`src/logic/cfs_pkg.sv`:
```
// Constants, register map and state types for the creep and fixed-setpoint selector.
// Assumes a 125 MHz system clock and a 16-bit signed setpoint where 100% is 0x2000.
//
// Behaviour
// - Level mode: creep requested exactly while a selected creep source is high.
// - Edge mode: rising source edge latches creep, only while latch permit is high.
// - Edge mode: latched creep clears whenever the latch permit goes low.
// - Creep in off-ready state requests switch-on and feeds creep setpoint through ramp.
// - Creep while running hands creep setpoint to the ramp generator.
// - Creep withdrawn without switch-on: disable controller, open contactor below minimum speed.
// - Creep withdrawn while running conditions hold: return to operating setpoint.
// - Fixed setpoints come from eight indexed sources plus two extra sources.
// - Each fixed source has its own configurable setpoint value.
// - Active fixed setpoints are added and saturated to plus or minus 200 percent.
// - An active fixed source marked for bypass forces zero ramp times while the creep sequence is idle.
// - Any active fixed source replaces the main setpoint with the fixed sum.
// - With all fixed sources low the main setpoint is routed through again.
// - Several active creep sources have their creep setpoints added.
// - Creep only starts in off-ready or running state with operation enable.
package cfs_pkg;

  // ---------------------------------------------------------------
  // Sizes and timing
  // ---------------------------------------------------------------
  localparam int unsigned N_CREEP          = 4;
  localparam int unsigned N_IDX            = 8;
  localparam int unsigned N_FIX            = 10;
  localparam int unsigned SP_W             = 16;
  localparam int unsigned CLK_PERIOD_NS    = 8;
  localparam int unsigned SAMPLE_PERIOD_NS = 1000;
  localparam int unsigned SAMPLE_CYC       = SAMPLE_PERIOD_NS / CLK_PERIOD_NS;
  localparam logic [7:0]  SAMPLE_LAST      = 8'(SAMPLE_CYC - 1);

  // Saturation limits: 100% is 0x2000, so 200% is 0x4000.
  localparam logic signed [19:0] SP_MAX = 20'sh0_4000;
  localparam logic signed [19:0] SP_MIN = -20'sh0_4000;

  // ---------------------------------------------------------------
  // Register map (byte addresses)
  // ---------------------------------------------------------------
  localparam logic [7:0] OFS_CTRL      = 8'h00;
  localparam logic [7:0] OFS_CREEP_SEL = 8'h04;
  localparam logic [7:0] OFS_FIX_SEL   = 8'h08;
  localparam logic [7:0] OFS_BYP_SEL   = 8'h0C;
  localparam logic [7:0] OFS_CREEP_VAL = 8'h10;
  localparam logic [7:0] OFS_FIX_VAL   = 8'h20;
  localparam logic [7:0] OFS_STATUS    = 8'h48;
  localparam logic [7:0] OFS_SETPOINT  = 8'h4C;

  // Control register fields.
  localparam int unsigned CTRL_MODE_BIT = 0;
  localparam int unsigned CTRL_PSEL_LSB = 4;

  // Status register fields.
  localparam int unsigned ST_REQ_BIT    = 0;
  localparam int unsigned ST_FIX_BIT    = 1;
  localparam int unsigned ST_BYP_BIT    = 2;
  localparam int unsigned ST_SWON_BIT   = 3;
  localparam int unsigned ST_STATE_LSB  = 4;
  localparam int unsigned ST_MASK_LSB   = 8;

  typedef enum logic [1:0] {
    ST_IDLE,
    ST_START,
    ST_RUN,
    ST_STOP
  } cfs_state_e;

endpackage

```
`src/logic/cfs_select.sv`:
```
// Top of the creep and fixed-setpoint selector with its register port.
// Assumes the ramp generator and on/off sequencer sit outside and report
// their state as synchronous levels; all inputs except sys_rst are synchronous to clk_sys.
//
// The address-and-strobe port and the placing of the registers were chosen for this implementation.
`timescale 1ns/1ps
`default_nettype none
module cfs_select (
  input  wire logic                          clk_sys,              // System clock.
  input  wire logic                          sys_rst,              // Async reset, active high.
  // Register port.
  input  wire logic [7:0]                    reg_addr,             // Byte address.
  input  wire logic [31:0]                   reg_wdata,            // Write data.
  input  wire logic                          reg_wr,               // Write strobe.
  input  wire logic                          reg_rd,               // Read strobe.
  output logic      [31:0]                   reg_rdata,            // Read data, next cycle.
  // Binary sources.
  input  wire logic [cfs_pkg::N_CREEP-1:0]   creep_src,            // Creep sources.
  input  wire logic [cfs_pkg::N_CREEP-1:0]   creep_permit_in,      // Permit candidates.
  input  wire logic [cfs_pkg::N_IDX-1:0]     fixed_src_idx,        // Indexed fixed sources.
  input  wire logic                          extra_fixed_source_a, // Extra fixed source.
  input  wire logic                          extra_fixed_source_b, // Extra fixed source.
  input  wire logic [cfs_pkg::SP_W-1:0]      main_setpoint_input,  // Main setpoint.
  // Sequencer status.
  input  wire logic                          switched_off_ready_state, // Drive off and ready.
  input  wire logic                          drive_running,        // Operation state.
  input  wire logic                          operation_enable,     // Operation enable.
  input  wire logic                          switch_on_cmd,        // External switch-on.
  input  wire logic                          below_min_speed,      // Speed under minimum.
  // Outputs to ramp and sequencer.
  output logic      [cfs_pkg::SP_W-1:0]      setpoint_out,         // Selected setpoint.
  output logic                               ramp_bypass,          // Zero ramp times.
  output logic                               creep_switch_on,      // Switch-on request.
  output logic                               ctrl_disable,         // Controller disable.
  output logic                               contactor_open,       // Open line contactor.
  output logic                               creep_active          // Creep setpoint in use.
);

  // ---------------------------------------------------------------
  // State
  // ---------------------------------------------------------------
  typedef struct packed {
    logic                                        creep_trigger_mode;
    logic [1:0]                                  creep_latch_permit_select;
    logic [cfs_pkg::N_CREEP-1:0]                 creep_source_select;
    logic [cfs_pkg::N_FIX-1:0]                   setpoint_source_select;
    logic [cfs_pkg::N_FIX-1:0]                   fixed_ramp_bypass_select;
    logic [cfs_pkg::N_CREEP-1:0][cfs_pkg::SP_W-1:0] creep_values;
    logic [cfs_pkg::N_FIX-1:0][cfs_pkg::SP_W-1:0]   fixed_setpoint_values;
    logic [7:0]                                  tick_cnt;
    logic [cfs_pkg::N_FIX-1:0]                   fix_mask;
    cfs_pkg::cfs_state_e                         state;
    logic [cfs_pkg::SP_W-1:0]                    setpoint;
    logic                                        bypass;
    logic                                        swon;
    logic                                        disable_ctl;
    logic                                        open_k;
    logic [31:0]                                 rdata;
  } cfs_top_s;

  cfs_top_s st_reg;
  cfs_top_s st_next;

  logic                        tick;
  logic                        permit;
  logic [cfs_pkg::N_CREEP-1:0] creep_mask;
  logic                        creep_req;
  logic [cfs_pkg::N_FIX-1:0]   fix_src;
  logic [cfs_pkg::SP_W-1:0]    creep_sum;
  logic [cfs_pkg::SP_W-1:0]    fix_sum;
  logic                        fix_on;
  logic                        creep_ok;
  logic [cfs_pkg::N_FIX-1:0]   fix_live;

  // Index of an address inside a word table, or all ones when outside.
  function automatic logic [3:0] tbl_index(input logic [7:0] addr,
                                           input logic [7:0] base,
                                           input logic [3:0] count);
    logic [7:0] off;
    off = addr - base;
    if (addr >= base && off[1:0] == 2'b00 && off[7:2] < {2'b00, count})
      tbl_index = off[5:2];
    else
      tbl_index = 4'hF;
  endfunction

  // ---------------------------------------------------------------
  // Sub-blocks
  // ---------------------------------------------------------------
  assign tick    = (st_reg.tick_cnt == cfs_pkg::SAMPLE_LAST);
  assign permit  = creep_permit_in[st_reg.creep_latch_permit_select];
  assign fix_src = {extra_fixed_source_b, extra_fixed_source_a, fixed_src_idx};
  // The fixed sum is built from this tick's sources, so the value and the switch move together.
  assign fix_live = fix_src & st_reg.setpoint_source_select;
  assign creep_req = |creep_mask;
  assign fix_on  = |st_reg.fix_mask;
  // Creep may only start from off-ready or running, never without enable.
  assign creep_ok = operation_enable && (switched_off_ready_state || drive_running);

  cfs_creep_req u_creep (
    .clk_sys (clk_sys),
    .sys_rst (sys_rst),
    .tick    (tick),
    .mode    (st_reg.creep_trigger_mode),
    .permit  (permit),
    .src     (creep_src),
    .sel     (st_reg.creep_source_select),
    .mask    (creep_mask)
  );

  cfs_sum_clamp #(.N(cfs_pkg::N_CREEP)) u_creep_sum (
    .act (creep_mask),
    .val (st_reg.creep_values),
    .sum (creep_sum)
  );

  cfs_sum_clamp #(.N(cfs_pkg::N_FIX)) u_fix_sum (
    .act (fix_live),
    .val (st_reg.fixed_setpoint_values),
    .sum (fix_sum)
  );

  // ---------------------------------------------------------------
  // Next-state logic
  // ---------------------------------------------------------------
  // Registers, sample timer, creep sequence and setpoint selection. A register
  // write and a sample tick in the same cycle are independent: writes only
  // touch configuration, the tick only touches runtime state.
  always_comb
  begin
    logic [3:0] ci;
    logic [3:0] fi;
    st_next = st_reg;
    ci = tbl_index(reg_addr, cfs_pkg::OFS_CREEP_VAL, 4'(cfs_pkg::N_CREEP));
    fi = tbl_index(reg_addr, cfs_pkg::OFS_FIX_VAL, 4'(cfs_pkg::N_FIX));

    // Free-running sample timer.
    st_next.tick_cnt = tick ? 8'h00 : st_reg.tick_cnt + 8'h01;

    // Register writes.
    if (reg_wr)
    begin
      case (reg_addr)
        cfs_pkg::OFS_CTRL:
        begin
          st_next.creep_trigger_mode = reg_wdata[cfs_pkg::CTRL_MODE_BIT];
          st_next.creep_latch_permit_select = reg_wdata[cfs_pkg::CTRL_PSEL_LSB +: 2];
        end
        cfs_pkg::OFS_CREEP_SEL: st_next.creep_source_select = reg_wdata[cfs_pkg::N_CREEP-1:0];
        cfs_pkg::OFS_FIX_SEL:   st_next.setpoint_source_select = reg_wdata[cfs_pkg::N_FIX-1:0];
        cfs_pkg::OFS_BYP_SEL:   st_next.fixed_ramp_bypass_select = reg_wdata[cfs_pkg::N_FIX-1:0];
        default:
        begin
          if (ci != 4'hF)
            st_next.creep_values[ci[1:0]] = reg_wdata[cfs_pkg::SP_W-1:0];
          if (fi != 4'hF)
            st_next.fixed_setpoint_values[fi] = reg_wdata[cfs_pkg::SP_W-1:0];
        end
      endcase
    end

    // Register reads answer one cycle later; unmapped addresses read zero.
    st_next.rdata = 32'h0000_0000;
    if (reg_rd)
    begin
      case (reg_addr)
        cfs_pkg::OFS_CTRL:
        begin
          st_next.rdata[cfs_pkg::CTRL_MODE_BIT] = st_reg.creep_trigger_mode;
          st_next.rdata[cfs_pkg::CTRL_PSEL_LSB +: 2] = st_reg.creep_latch_permit_select;
        end
        cfs_pkg::OFS_CREEP_SEL: st_next.rdata[cfs_pkg::N_CREEP-1:0] = st_reg.creep_source_select;
        cfs_pkg::OFS_FIX_SEL:   st_next.rdata[cfs_pkg::N_FIX-1:0] = st_reg.setpoint_source_select;
        cfs_pkg::OFS_BYP_SEL:   st_next.rdata[cfs_pkg::N_FIX-1:0] = st_reg.fixed_ramp_bypass_select;
        cfs_pkg::OFS_STATUS:
        begin
          st_next.rdata[cfs_pkg::ST_REQ_BIT] = creep_req;
          st_next.rdata[cfs_pkg::ST_FIX_BIT] = fix_on;
          st_next.rdata[cfs_pkg::ST_BYP_BIT] = st_reg.bypass;
          st_next.rdata[cfs_pkg::ST_SWON_BIT] = st_reg.swon;
          st_next.rdata[cfs_pkg::ST_STATE_LSB +: 2] = st_reg.state;
          st_next.rdata[cfs_pkg::ST_MASK_LSB +: cfs_pkg::N_FIX] = st_reg.fix_mask;
        end
        cfs_pkg::OFS_SETPOINT:  st_next.rdata[cfs_pkg::SP_W-1:0] = st_reg.setpoint;
        default:
        begin
          if (ci != 4'hF)
            st_next.rdata[cfs_pkg::SP_W-1:0] = st_reg.creep_values[ci[1:0]];
          if (fi != 4'hF)
            st_next.rdata[cfs_pkg::SP_W-1:0] = st_reg.fixed_setpoint_values[fi];
        end
      endcase
    end

    // Runtime state moves only on the sample tick.
    if (tick)
    begin
      st_next.fix_mask = fix_live;
      case (st_reg.state)
        cfs_pkg::ST_IDLE:
        begin
          if (creep_req && creep_ok && switched_off_ready_state)
          begin
            st_next.state = cfs_pkg::ST_START;
            st_next.disable_ctl = 1'b0;
            st_next.open_k = 1'b0;
          end
          else if (creep_req && creep_ok)
            st_next.state = cfs_pkg::ST_RUN;
        end
        cfs_pkg::ST_START:
        begin
          if (!creep_req || !operation_enable)
            st_next.state = cfs_pkg::ST_STOP;
          else if (drive_running)
            st_next.state = cfs_pkg::ST_RUN;
        end
        cfs_pkg::ST_RUN:
        begin
          if (creep_req && operation_enable)
            st_next.state = cfs_pkg::ST_RUN;
          else if (switch_on_cmd && drive_running && operation_enable)
            st_next.state = cfs_pkg::ST_IDLE;
          else
            st_next.state = cfs_pkg::ST_STOP;
        end
        cfs_pkg::ST_STOP:
        begin
          if (below_min_speed)
          begin
            st_next.state = cfs_pkg::ST_IDLE;
            st_next.disable_ctl = 1'b1;
            st_next.open_k = 1'b1;
          end
        end
        default: st_next.state = cfs_pkg::ST_IDLE;
      endcase

      // Switch-on is held while creep starts from off-ready or creeps on without switch_on_cmd.
      st_next.swon = (st_next.state == cfs_pkg::ST_START) ||
                     (st_next.state == cfs_pkg::ST_RUN && !switch_on_cmd);

      // Creep outranks fixed setpoints, which outrank the main setpoint.
      if (st_next.state == cfs_pkg::ST_START || st_next.state == cfs_pkg::ST_RUN)
        st_next.setpoint = creep_sum;
      else if (st_next.state == cfs_pkg::ST_STOP)
        st_next.setpoint = 16'h0000;
      else if (|st_next.fix_mask)
        st_next.setpoint = fix_sum;
      else
        st_next.setpoint = main_setpoint_input;
      st_next.bypass = |(st_next.fix_mask & st_reg.fixed_ramp_bypass_select) &&
                       st_next.state == cfs_pkg::ST_IDLE;
    end
  end

  // State register.
  always_ff @(posedge clk_sys or posedge sys_rst)
  begin
    if (sys_rst)
    begin
      st_reg <= '0;
      st_reg.state <= cfs_pkg::ST_IDLE;
    end
    else
      st_reg <= st_next;
  end

  // ---------------------------------------------------------------
  // Outputs
  // ---------------------------------------------------------------
  assign reg_rdata       = st_reg.rdata;
  assign setpoint_out    = st_reg.setpoint;
  assign ramp_bypass     = st_reg.bypass;
  assign creep_switch_on = st_reg.swon;
  assign ctrl_disable    = st_reg.disable_ctl;
  assign contactor_open  = st_reg.open_k;
  assign creep_active    = (st_reg.state == cfs_pkg::ST_START) || (st_reg.state == cfs_pkg::ST_RUN);

  // ---------------------------------------------------------------
  // Checks
  // ---------------------------------------------------------------
  chk_start_switch_on: assert property (@(posedge clk_sys) disable iff (sys_rst)
    tick && st_reg.state == cfs_pkg::ST_IDLE && creep_req && creep_ok && switched_off_ready_state
    |=> creep_switch_on && setpoint_out == $past(creep_sum)) else $error("no switch-on");
  chk_run_creep_sp: assert property (@(posedge clk_sys) disable iff (sys_rst)
    tick && st_reg.state == cfs_pkg::ST_RUN && creep_req && operation_enable
    |=> setpoint_out == $past(creep_sum)) else $error("creep setpoint missing");
  chk_stop_contactor: assert property (@(posedge clk_sys) disable iff (sys_rst)
    tick && st_reg.state == cfs_pkg::ST_STOP && below_min_speed
    |=> ctrl_disable && contactor_open && !creep_active) else $error("no shutdown");
  chk_creep_enable: assert property (@(posedge clk_sys) disable iff (sys_rst)
    $rose(creep_active) |-> $past(operation_enable)) else $error("creep without enable");
  chk_fixed_route: assert property (@(posedge clk_sys) disable iff (sys_rst)
    tick && !creep_req && st_reg.state == cfs_pkg::ST_IDLE && |(fix_src & st_reg.setpoint_source_select)
    |=> fix_on && setpoint_out == $past(fix_sum)) else $error("fixed sum not routed");
  chk_main_route: assert property (@(posedge clk_sys) disable iff (sys_rst)
    tick && !creep_req && st_reg.state == cfs_pkg::ST_IDLE && (fix_src & st_reg.setpoint_source_select) == '0
    |=> setpoint_out == $past(main_setpoint_input)) else $error("main not routed");
  chk_sum_band: assert property (@(posedge clk_sys) disable iff (sys_rst)
    $signed(fix_sum) <= 16'sh4000 && $signed(fix_sum) >= -16'sh4000) else $error("sum out of band");
  chk_bypass_cause: assert property (@(posedge clk_sys) disable iff (sys_rst)
    ramp_bypass |-> fix_on && (st_reg.fix_mask & st_reg.fixed_ramp_bypass_select) != '0)
    else $error("bypass without source");
  chk_tick_update: assert property (@(posedge clk_sys) disable iff (sys_rst)
    !$past(tick) |-> $stable(setpoint_out) && $stable(ramp_bypass)) else $error("update off tick");
  chk_creep_band: assert property (@(posedge clk_sys) disable iff (sys_rst)
    $signed(creep_sum) <= 16'sh4000 && $signed(creep_sum) >= -16'sh4000)
    else $error("creep sum out of band");
  chk_creep_return: assert property (@(posedge clk_sys) disable iff (sys_rst)
    tick && st_reg.state == cfs_pkg::ST_RUN && !creep_req && switch_on_cmd && drive_running
    && operation_enable && fix_live == '0
    |=> !creep_active && setpoint_out == $past(main_setpoint_input)) else $error("no return to main");

endmodule
`default_nettype wire

```
`src/logic/cfs_sum_clamp.sv`:
```
// Adds the setpoint values of all active sources and saturates the total.
// Assumes values are 16-bit signed; purely combinational.
`timescale 1ns/1ps
`default_nettype none
module cfs_sum_clamp #(
  parameter int unsigned N = 10
) (
  input  wire logic [N-1:0]                      act,  // Active source mask.
  input  wire logic [N-1:0][cfs_pkg::SP_W-1:0]   val,  // Per-source setpoints.
  output logic      [cfs_pkg::SP_W-1:0]          sum   // Saturated sum.
);

  // Partial sums carry four extra bits so ten full-scale values cannot wrap.
  logic signed [19:0] part [0:N];

  assign part[0] = 20'sh0_0000;

  // One adder stage per source.
  for (genvar i = 0; i < N; i++)
  begin : g_add
    assign part[i+1] = part[i] + (act[i] ? $signed({{4{val[i][15]}}, val[i]}) : 20'sh0_0000);
  end

  // Saturate to the 200 percent band.
  always_comb
  begin
    if (part[N] > cfs_pkg::SP_MAX)
      sum = cfs_pkg::SP_MAX[15:0];
    else if (part[N] < cfs_pkg::SP_MIN)
      sum = cfs_pkg::SP_MIN[15:0];
    else
      sum = part[N][15:0];
  end

endmodule
`default_nettype wire

```
`src/logic/cfs_creep_req.sv`:
```
// Creep request logic: level or edge triggered, with latch and permit-driven clear.
// Assumes a one-cycle sample tick from the parent; state only moves on that tick.
`timescale 1ns/1ps
`default_nettype none
module cfs_creep_req (
  input  wire logic                          clk_sys,   // System clock.
  input  wire logic                          sys_rst,   // Async reset, active high.
  input  wire logic                          tick,      // Sample period strobe.
  input  wire logic                          mode,      // 0 level, 1 edge.
  input  wire logic                          permit,    // Latch permit level.
  input  wire logic [cfs_pkg::N_CREEP-1:0]   src,       // Creep source inputs.
  input  wire logic [cfs_pkg::N_CREEP-1:0]   sel,       // Enabled sources.
  output logic      [cfs_pkg::N_CREEP-1:0]   mask       // Requesting sources.
);

  typedef struct packed {
    logic [cfs_pkg::N_CREEP-1:0] prev;
    logic [cfs_pkg::N_CREEP-1:0] mask;
  } cfs_creep_s;

  cfs_creep_s st_reg;
  cfs_creep_s st_next;
  logic [cfs_pkg::N_CREEP-1:0] live;

  assign live = src & sel;
  assign mask = st_reg.mask;

  // Each source keeps its own latch so the creep sum follows exactly who asked.
  always_comb
  begin
    st_next = st_reg;
    if (tick)
    begin
      st_next.prev = live;
      if (!mode)
        st_next.mask = live;
      else if (!permit)
        st_next.mask = '0;
      else
        st_next.mask = st_reg.mask | (live & ~st_reg.prev);
    end
  end

  // State register.
  always_ff @(posedge clk_sys or posedge sys_rst)
  begin
    if (sys_rst)
      st_reg <= '0;
    else
      st_reg <= st_next;
  end

  chk_level_follow: assert property (@(posedge clk_sys) disable iff (sys_rst)
    tick && !mode |=> mask == $past(live)) else $error("level mode mask wrong");
  chk_edge_permit: assert property (@(posedge clk_sys) disable iff (sys_rst)
    $past(mode) && ((mask & ~$past(mask)) != '0) |-> $past(permit) && $past(tick))
    else $error("latch set without permit");
  chk_permit_clear: assert property (@(posedge clk_sys) disable iff (sys_rst)
    tick && mode && !permit |=> mask == '0) else $error("latch not cleared");

endmodule
`default_nettype wire

```
`config.mk`:
```
export PLATFORM = sky130hd
export DESIGN_NAME = cfs_select
export DESIGN_NICKNAME = d
export VERILOG_FILES = /design/src/logic/cfs_pkg.sv /design/src/logic/cfs_select.sv /design/src/logic/cfs_sum_clamp.sv /design/src/logic/cfs_creep_req.sv
export SDC_FILE = /design/constraint.sdc
export NUM_CORES = 1
export LEC_CHECK = 0
export ABC_AREA = 1
export ABC_CLOCK_PERIOD_IN_PS = 13700
export BUFFER_PORTS_ARGS = -buffer_cell sky130_fd_sc_hd__clkbuf_2
export CAP_MARGIN = 20
export CORE_MARGIN = 2
export CORE_UTILIZATION = 45
export CTS_CLUSTER_SIZE = 30
export DETAILED_ROUTE_END_ITERATION = 12
export GPL_TIMING_DRIVEN = 0
export SLEW_MARGIN = 20
export SYNTH_ARGS = -nofsm -noshare
export SYNTH_HDL_FRONTEND = slang
export SYNTH_SLANG_ARGS = --single-unit
```
`constraint.sdc`:
```
create_clock -name clk_sys -period 13.7 [get_ports clk_sys]
set_input_delay 0 -clock clk_sys [delete_from_list [all_inputs] [get_ports clk_sys]]
set_output_delay 0 -clock clk_sys [all_outputs]
set_load 0.1 [all_outputs]
```
==> results of run 1 <==
==> through the flow <==
stage                     area [µm²]  instances  hold slack (ns)  util (%)
after floorplan                22900       3049            0.121         -
after global placement         24300       3825            0.230      48.4
after detailed placement       24400       3828           0.0501      48.5
after CTS                      26200       3951         0.000364      52.1
after global routing           26200       3951           0.0438      52.1
final                          26200       3951           0.0147      52.1
==> final cells by class <==
class / instances / area [µm²]
clock buffer: 50 / 1090
multi-input combinational: 2119 / 12500
clock inverter: 23 / 219
inverter: 436 / 1640
buffer: 178 / 896
tap: 672 / 841
fill: 4900 / 24000
sequential: 316 / 7910
timing repair buffer: 157 / 1100
==> power groups by stage <==
stage,Sequential (mW),Combinational (mW),Clock (mW)
2_1_floorplan,0.978,0.152,0
3_3_place_gp,0.983,0.231,0
3_5_place_dp,0.983,0.236,0
4_1_cts,0.967,0.249,1.09
5_1_grt,0.968,0.274,1.13
6_report,0.967,0.252,1.09
==> cells by family (layout without fill, tap and decap cells) <==
logic type / after synthesis / after routing / share of synthesized area, %
simple gates: 1363 / 1363 / 24.0
buf+inv: 614 / 844 / 11.1
compound gates: 506 / 506 / 12.1
flops: 316 / 316 / 34.6
fa+ha+maj: 223 / 223 / 17.6
xor+xnor: 12 / 12 / 0.493
other cells: 1 / 14 / 0.0164
mux: 1 / 1 / 0.0438
==> worst min-delay path by stage <==
| stage | depth (start not counted) | end | slack [ns] | start |
|---|---|---|---|---|
| after floorplan | 2 | st_reg[100]$_DFFE_PP0P_ | 0.12 | reg_wdata[12] |
| after global placement | 3 | st_reg[144]$_DFFE_PP0P_ | 0.23 | reg_wdata[8] |
| after detailed placement | 2 | st_reg[177]$_DFFE_PP0P_ | 0.05 | sys_rst |
| after CTS | 5 | u_creep.mask[0]$_DFFE_PP0N_ | 0.0004 | creep_permit_in[2] |
| after global routing | 5 | u_creep.mask[1]$_DFFE_PP0N_ | 0.04 | creep_permit_in[2] |
| final | 5 | u_creep.mask[3]$_DFFE_PP0N_ | 0.01 | creep_permit_in[2] |
==> what timing repair did <==
item,4_1_cts,5_1_grt
endpoints found under the hold margin,260,0
hold buffers,50,0
setup buffers,0,0
==> cells in the mapped netlist (2+ instances only) <==
library cell	number
nand2_1	973
inv_1	423
dfrtp_1	316
o21ai_0	242
nor2_1	197
fa_1	165
nand3_1	107
a21oi_1	103
clkbuf_1	89
o21ai_1	75
ha_1	58
buf_4	50
buf_2	30
o2111ai_1	30
o22ai_1	28
nand4_1	26
inv_2	11
nor3_1	11
nor2_2	10
or2_2	10
nand3b_1	9
nor4_1	9
buf_1	7
xor2_1	6
xnor2_1	5
nor3_2	4
o211ai_1	4
o21a_1	4
a221oi_1	3
nand2_2	3
nor2_4	3
o21bai_1	3
o31ai_1	3
a31oi_1	2
a32o_1	2
a41oi_1	2
clkbuf_2	2
clkinv_1	2
==> layout by cell type (no fill, tap or decap), types with 9 or more instances in the layout <==
cell type and n:
nand3b_1 9, buf_2 30, a21oi_1 103, clkbuf_16 41, nor3_1 11, o21ai_0 242
clkbuf_2 106, conb_1 14, nand4_1 26, nor4_1 9, inv_2 11, dlygate4sd3_1 50
inv_1 422, nand3_1 107, clkinv_2 11, o2111ai_1 30, nor2_1 197, fa_1 165
ha_1 58, o22ai_1 28, nand2_1 973, dfrtp_1 316, o21ai_1 75, nor2_2 10
buf_4 50, or2_2 10, clkbuf_1 95
==> worst max-delay path: cells and delay by family (launching register included) <==
family / cells / cell delay (ns)
buffers and inverters: 6 / 1.46
and+or+nand+nor: 20 / 2.23
DFF: 1 / 0.38
adders and majority gates: 6 / 3.00
==> per-layer routing <==
layer | part of all wire, % | vias to the layer above
li1 | - | 9906
met1 | 42 | 10600
met2 | 42 | 1280
met3 | 11 | 216
met4 | 4.8 | 2
met5 | 0.022 | -
==> results.sh, run 1 <==
export IMPL_dieArea_mm2=0.0526
export IMPL_cts_tree="done"
export IMPL_pwr_share_clk_pct=47.1
export IMPL_slowest_stage="clkbuf_1"
export IMPL_startpoint="st_reg[307]$_DFFE_PP0P_"
export IMPL_wl_per_cell_um=22.3
export IMPL_drive_gt1_share_pct=9.12
export IMPL_die_x_um=229
export IMPL_max_stage_delay_ns=0.82
export IMPL_core_area_mm2=0.0502
export IMPL_grt_overflow=0
export IMPL_path_common_cell="nand2_1"
export IMPL_synth_edff_count=0
export IMPL_avgViaCountPerCell=5.56
export IMPL_worst_slew_pin_slew_ns=1.10
export IMPL_p_comb_share_pct=10.9
export IMPL_hold_class="in2reg"
export IMPL_cts_root_buf="clkbuf_16"
export IMPL_path_clk_slew_ns=0.06
export IMPL_portBuffers=104
export IMPL_ff2ff_path_depth=32
export IMPL_worstReg2RegEnd="setpoint_out[1]$_DFFE_PP0N_"
export IMPL_worstPathArrival_ns=7.65
export IMPL_syn_area_mm2=0.0229
export IMPL_drcViolationCount=0
export IMPL_reg2reg_setup_slack_ns=6.56
export IMPL_fin_crit_ns=7.14
export IMPL_nets=3554
export IMPL_grt_total_usage_pct=33.7
export IMPL_rsz0062_at_grt="no"
export IMPL_tns_ns=0
export IMPL_syn_inst=3036
export IMPL_grt_max_degree=104
export IMPL_drt_total_wl_um=88300
export IMPL_largest_register_ffs=271
export IMPL_antenna_found_initial=1
export IMPL_use_met2_pct=49.1
export IMPL_cts_resized=0
export IMPL_crit_type="reg2reg"
export IMPL_period_share_pct=52.1
export IMPL_status="completed"
export IMPL_ys_ff_latch=316
export IMPL_cts_buffer_depth=3
export IMPL_synth_flop_cell="dfrtp_1"
export IMPL_finalHoldViolCount=0
export IMPL_yosysWarningCount=0
export IMPL_clkSinkCount=316
export IMPL_cap_violations=0
export IMPL_setup_viol=0
export IMPL_place_ws_ns=6.77
export IMPL_async_reset_ff_share_pct=100
export IMPL_switchingPower_uw=657
export IMPL_seq_area_frac_synth_pct=34.6
export IMPL_grt_pass1_vias=21400
export IMPL_gp_congestion=1.02
export IMPL_firstDrtPassIters=6
export IMPL_initial_core_util_pct=45.5
export IMPL_use_met1_pct=48.1
export IMPL_p_leak_nw=13.1
export IMPL_peakVddDrop_mv=0.0686
export IMPL_use_met3_pct=8.03
export IMPL_die_height_um=229
export IMPL_synth_area_top_cells="dfrtp_1 35%, nand2_1 16%, fa_1 14%, inv_1 6.9%, o21ai_0 5.3%"
export IMPL_fmax_mhz=140
export IMPL_timing_final_ws_setup_ns=6.56
export IMPL_cp_max_fo=10
export IMPL_power_density_mw_per_mm2=88.1
export IMPL_htreeDepth=2
export IMPL_endpoint="setpoint_out[1]$_DFFE_PP0N_"
export IMPL_vias=22000
export IMPL_grt_pass1_wl_um=132000
export IMPL_worst_clock_skew_ns=0.0296
export IMPL_insertedDiodeCount=0
export IMPL_rows=82
export IMPL_r2r_start="st_reg[307]$_DFFE_PP0P_"
export IMPL_yosysTopAreaCell="dfrtp_1"
export IMPL_pwr_share_seq_pct=42.0
export IMPL_synth_cell_type_count=47
export IMPL_dr_first_iter_drc_count=2869
export IMPL_busiest_layer="met2"
export IMPL_avgSynthCellArea_um2=7.53
export IMPL_switching_share_pct=28.5
export IMPL_ant_nets=0
export IMPL_dp_hpwl_um=66900
export IMPL_synth_top_area_share_pct=34.6
export IMPL_io_pins=136
export IMPL_required_ns=14.21
export IMPL_area_delta_synth_final_pct=14.5
export IMPL_clk_latency_ns=0.59
export IMPL_endpoint_kind="flop"
export IMPL_p_total_mw=2.31
export IMPL_numCtsBuffers=40
export IMPL_slew_violations=0
export IMPL_power_internal_mw=1.65
export IMPL_maxSlewHeadroom_pct=26.8
export IMPL_start_kind="flop"
Note: power is estimated with default switching activity, not from simulation.
==> run 2: changes to the inputs <==
- ABC_CLOCK_PERIOD_IN_PS: 13700 -> 7300
- clock period: 13.7 -> 7.3 ns (I/O delays scaled with it)
==> results.sh, run 2 (synthesized netlist as in run 1, its figures left out) <==
export IMPL_status="completed"
export IMPL_grt_overflow=0
export IMPL_cts_root_buf="clkbuf_16"
export IMPL_hold_path_startpoint="creep_permit_in[2]"
export IMPL_slowest_stage="clkbuf_1"
export IMPL_fin_crit_ns=6.89
export IMPL_clkSinkCount=316
export IMPL_tns_ns=0
export IMPL_portBuffers=104
export IMPL_hold_end="u_creep.mask[2]$_DFFE_PP0N_"
export IMPL_stdcell_area_mm2=0.0261
export IMPL_n_fill_cell=4892
export IMPL_worstPathArrival_ns=7.39
export IMPL_antenna_found_initial=1
export IMPL_dieArea_mm2=0.0526
export IMPL_grt_max_degree=36
export IMPL_finalHoldViolCount=0
export IMPL_timing_final_ws_setup_ns=0.407
export IMPL_grt_total_usage_pct=33.5
export IMPL_drcViolationCount=0
export IMPL_drive_gt1_share_pct=9.01
export IMPL_area_delta_synth_final_pct=14.4
export IMPL_ant_nets=0
export IMPL_nets=3554
export IMPL_mostFrequentLayoutCells="973 x nand2_1, 422 x inv_1, 316 x dfrtp_1"
export IMPL_largest_register_ffs=271
export IMPL_rsz0062_at_grt="no"
export IMPL_core_area_mm2=0.0502
export IMPL_final_common_cell="nand2_1"
export IMPL_place_area_mm2=0.0245
export IMPL_crit_type="reg2reg"
export IMPL_maxSlewHeadroom_pct=31.5
export IMPL_endpoint_kind="flop"
export IMPL_cp_max_fo=10
export IMPL_cts_tree="done"
export IMPL_rows=82
export IMPL_p_leak_nw=13.1
export IMPL_firstDrtPassIters=7
export IMPL_r2r_start="st_reg[314]$_DFFE_PP0P_"
export IMPL_cts_buffer_depth=3
export IMPL_hold_ws_ns=0.0321
export IMPL_period_share_pct=94.4
export IMPL_path_common_cell="nand2_1"
export IMPL_power_density_mw_per_mm2=161
export IMPL_die_height_um=229
export IMPL_avgViaCountPerCell=5.50
export IMPL_die_x_um=229
export IMPL_fmax_mhz=145
export IMPL_insertedDiodeCount=0
export IMPL_htreeDepth=2
export IMPL_slew_violations=0
export IMPL_dp_hpwl_um=67300
export IMPL_grt_pass1_vias=21100
export IMPL_initial_core_util_pct=45.5
export IMPL_dr_first_iter_drc_count=2589
export IMPL_whs_path_depth=5
export IMPL_cap_violations=0
export IMPL_numCtsBuffers=39
export IMPL_ff2ff_path_depth=30
export IMPL_grt_pass1_wl_um=131000
export IMPL_setup_viol=0
export IMPL_worst_clock_skew_ns=0.0152
export IMPL_worst_slew_pin_slew_ns=1.03
export IMPL_drt_total_wl_um=87800
export IMPL_reg2reg_setup_slack_ns=0.41
export IMPL_path_clk_slew_ns=0.06
export IMPL_clk_latency_ns=0.55
export IMPL_wl_per_cell_um=22.2
export IMPL_worstReg2RegEnd="setpoint_out[3]$_DFFE_PP0N_"
export IMPL_io_pins=136
export IMPL_max_stage_delay_ns=0.69
export IMPL_required_ns=7.80
export IMPL_place_ws_ns=0.402
export IMPL_gp_congestion=0.990
export IMPL_vias=21700
export IMPL_peakVddDrop_mv=0.132
export IMPL_start_kind="flop"
export IMPL_hold_class="in2reg"
## run 2: routing by layer
metal	vias up	global-route usage, %	wire length (µm)
li1	9872	-	-
met1	10400	47.3	37200
met2	1246	49.6	37200
met3	181	8.79	9980
met4	0	12.3	3460
met5	-	0	0
## run 2: power by group
group,switching (mW),internal (mW)
clock,0.792,1.12
sequential,0.0297,1.79
combinational,0.336,0.142
total,1.16,3.04
## run 2: how the worst max path moves through the flow
stage | from | depth (start not counted) | slack [ns] | endpoint
finish | st_reg[314]$_DFFE_PP0P_ | 30 | 0.41 | setpoint_out[3]$_DFFE_PP0N_
global route | st_reg[315]$_DFFE_PP0P_ | 30 | 0.06 | setpoint_out[4]$_DFFE_PP0N_
CTS | st_reg[308]$_DFFE_PP0P_ | 32 | 0.38 | setpoint_out[6]$_DFFE_PP0N_
detailed placement | st_reg[308]$_DFFE_PP0P_ | 32 | 0.40 | setpoint_out[4]$_DFFE_PP0N_
global placement | st_reg[308]$_DFFE_PP0P_ | 32 | 0.40 | setpoint_out[1]$_DFFE_PP0N_
floorplan | st_reg[313]$_DFFE_PP0P_ | 30 | 1.79 | setpoint_out[8]$_DFFE_PP0N_
## run 2: what timing repair did
action	CTS	global route
setup endpoints to repair	0	10
hold buffers	47	0
hold endpoints to repair	173	0
gates resized for setup	0	2
setup buffers	0	0
## run 2: cell type report
type	count	area, µm²	area share [%]
sequential	316	7910	30.2
timing repair buffer	161	1200	4.58
inverter	436	1640	6.27
clock inverter	10	109	0.416
clock buffer	58	1110	4.23
tap	672	841	3.22
buffer	175	886	3.39
multi-input combinational	2119	12500	47.6
## run 2: metrics by stage
step	std cells	util, %	power (mW)
finish	3947	52.1	4.20
floorplan	3049	-	2.12
CTS	3950	52.1	4.21
detailed placement	3835	48.8	2.30
global placement	3825	48.4	2.28
global route	3947	52.1	4.33
## run 2: worst max-delay path: cells and delay by family, from the launching register on
family,cells,cell delay [ns]
and+or+nand+nor,18,2.16
adders and majority gates,6,3.06
DFF,1,0.41
buffers and inverters,6,1.16
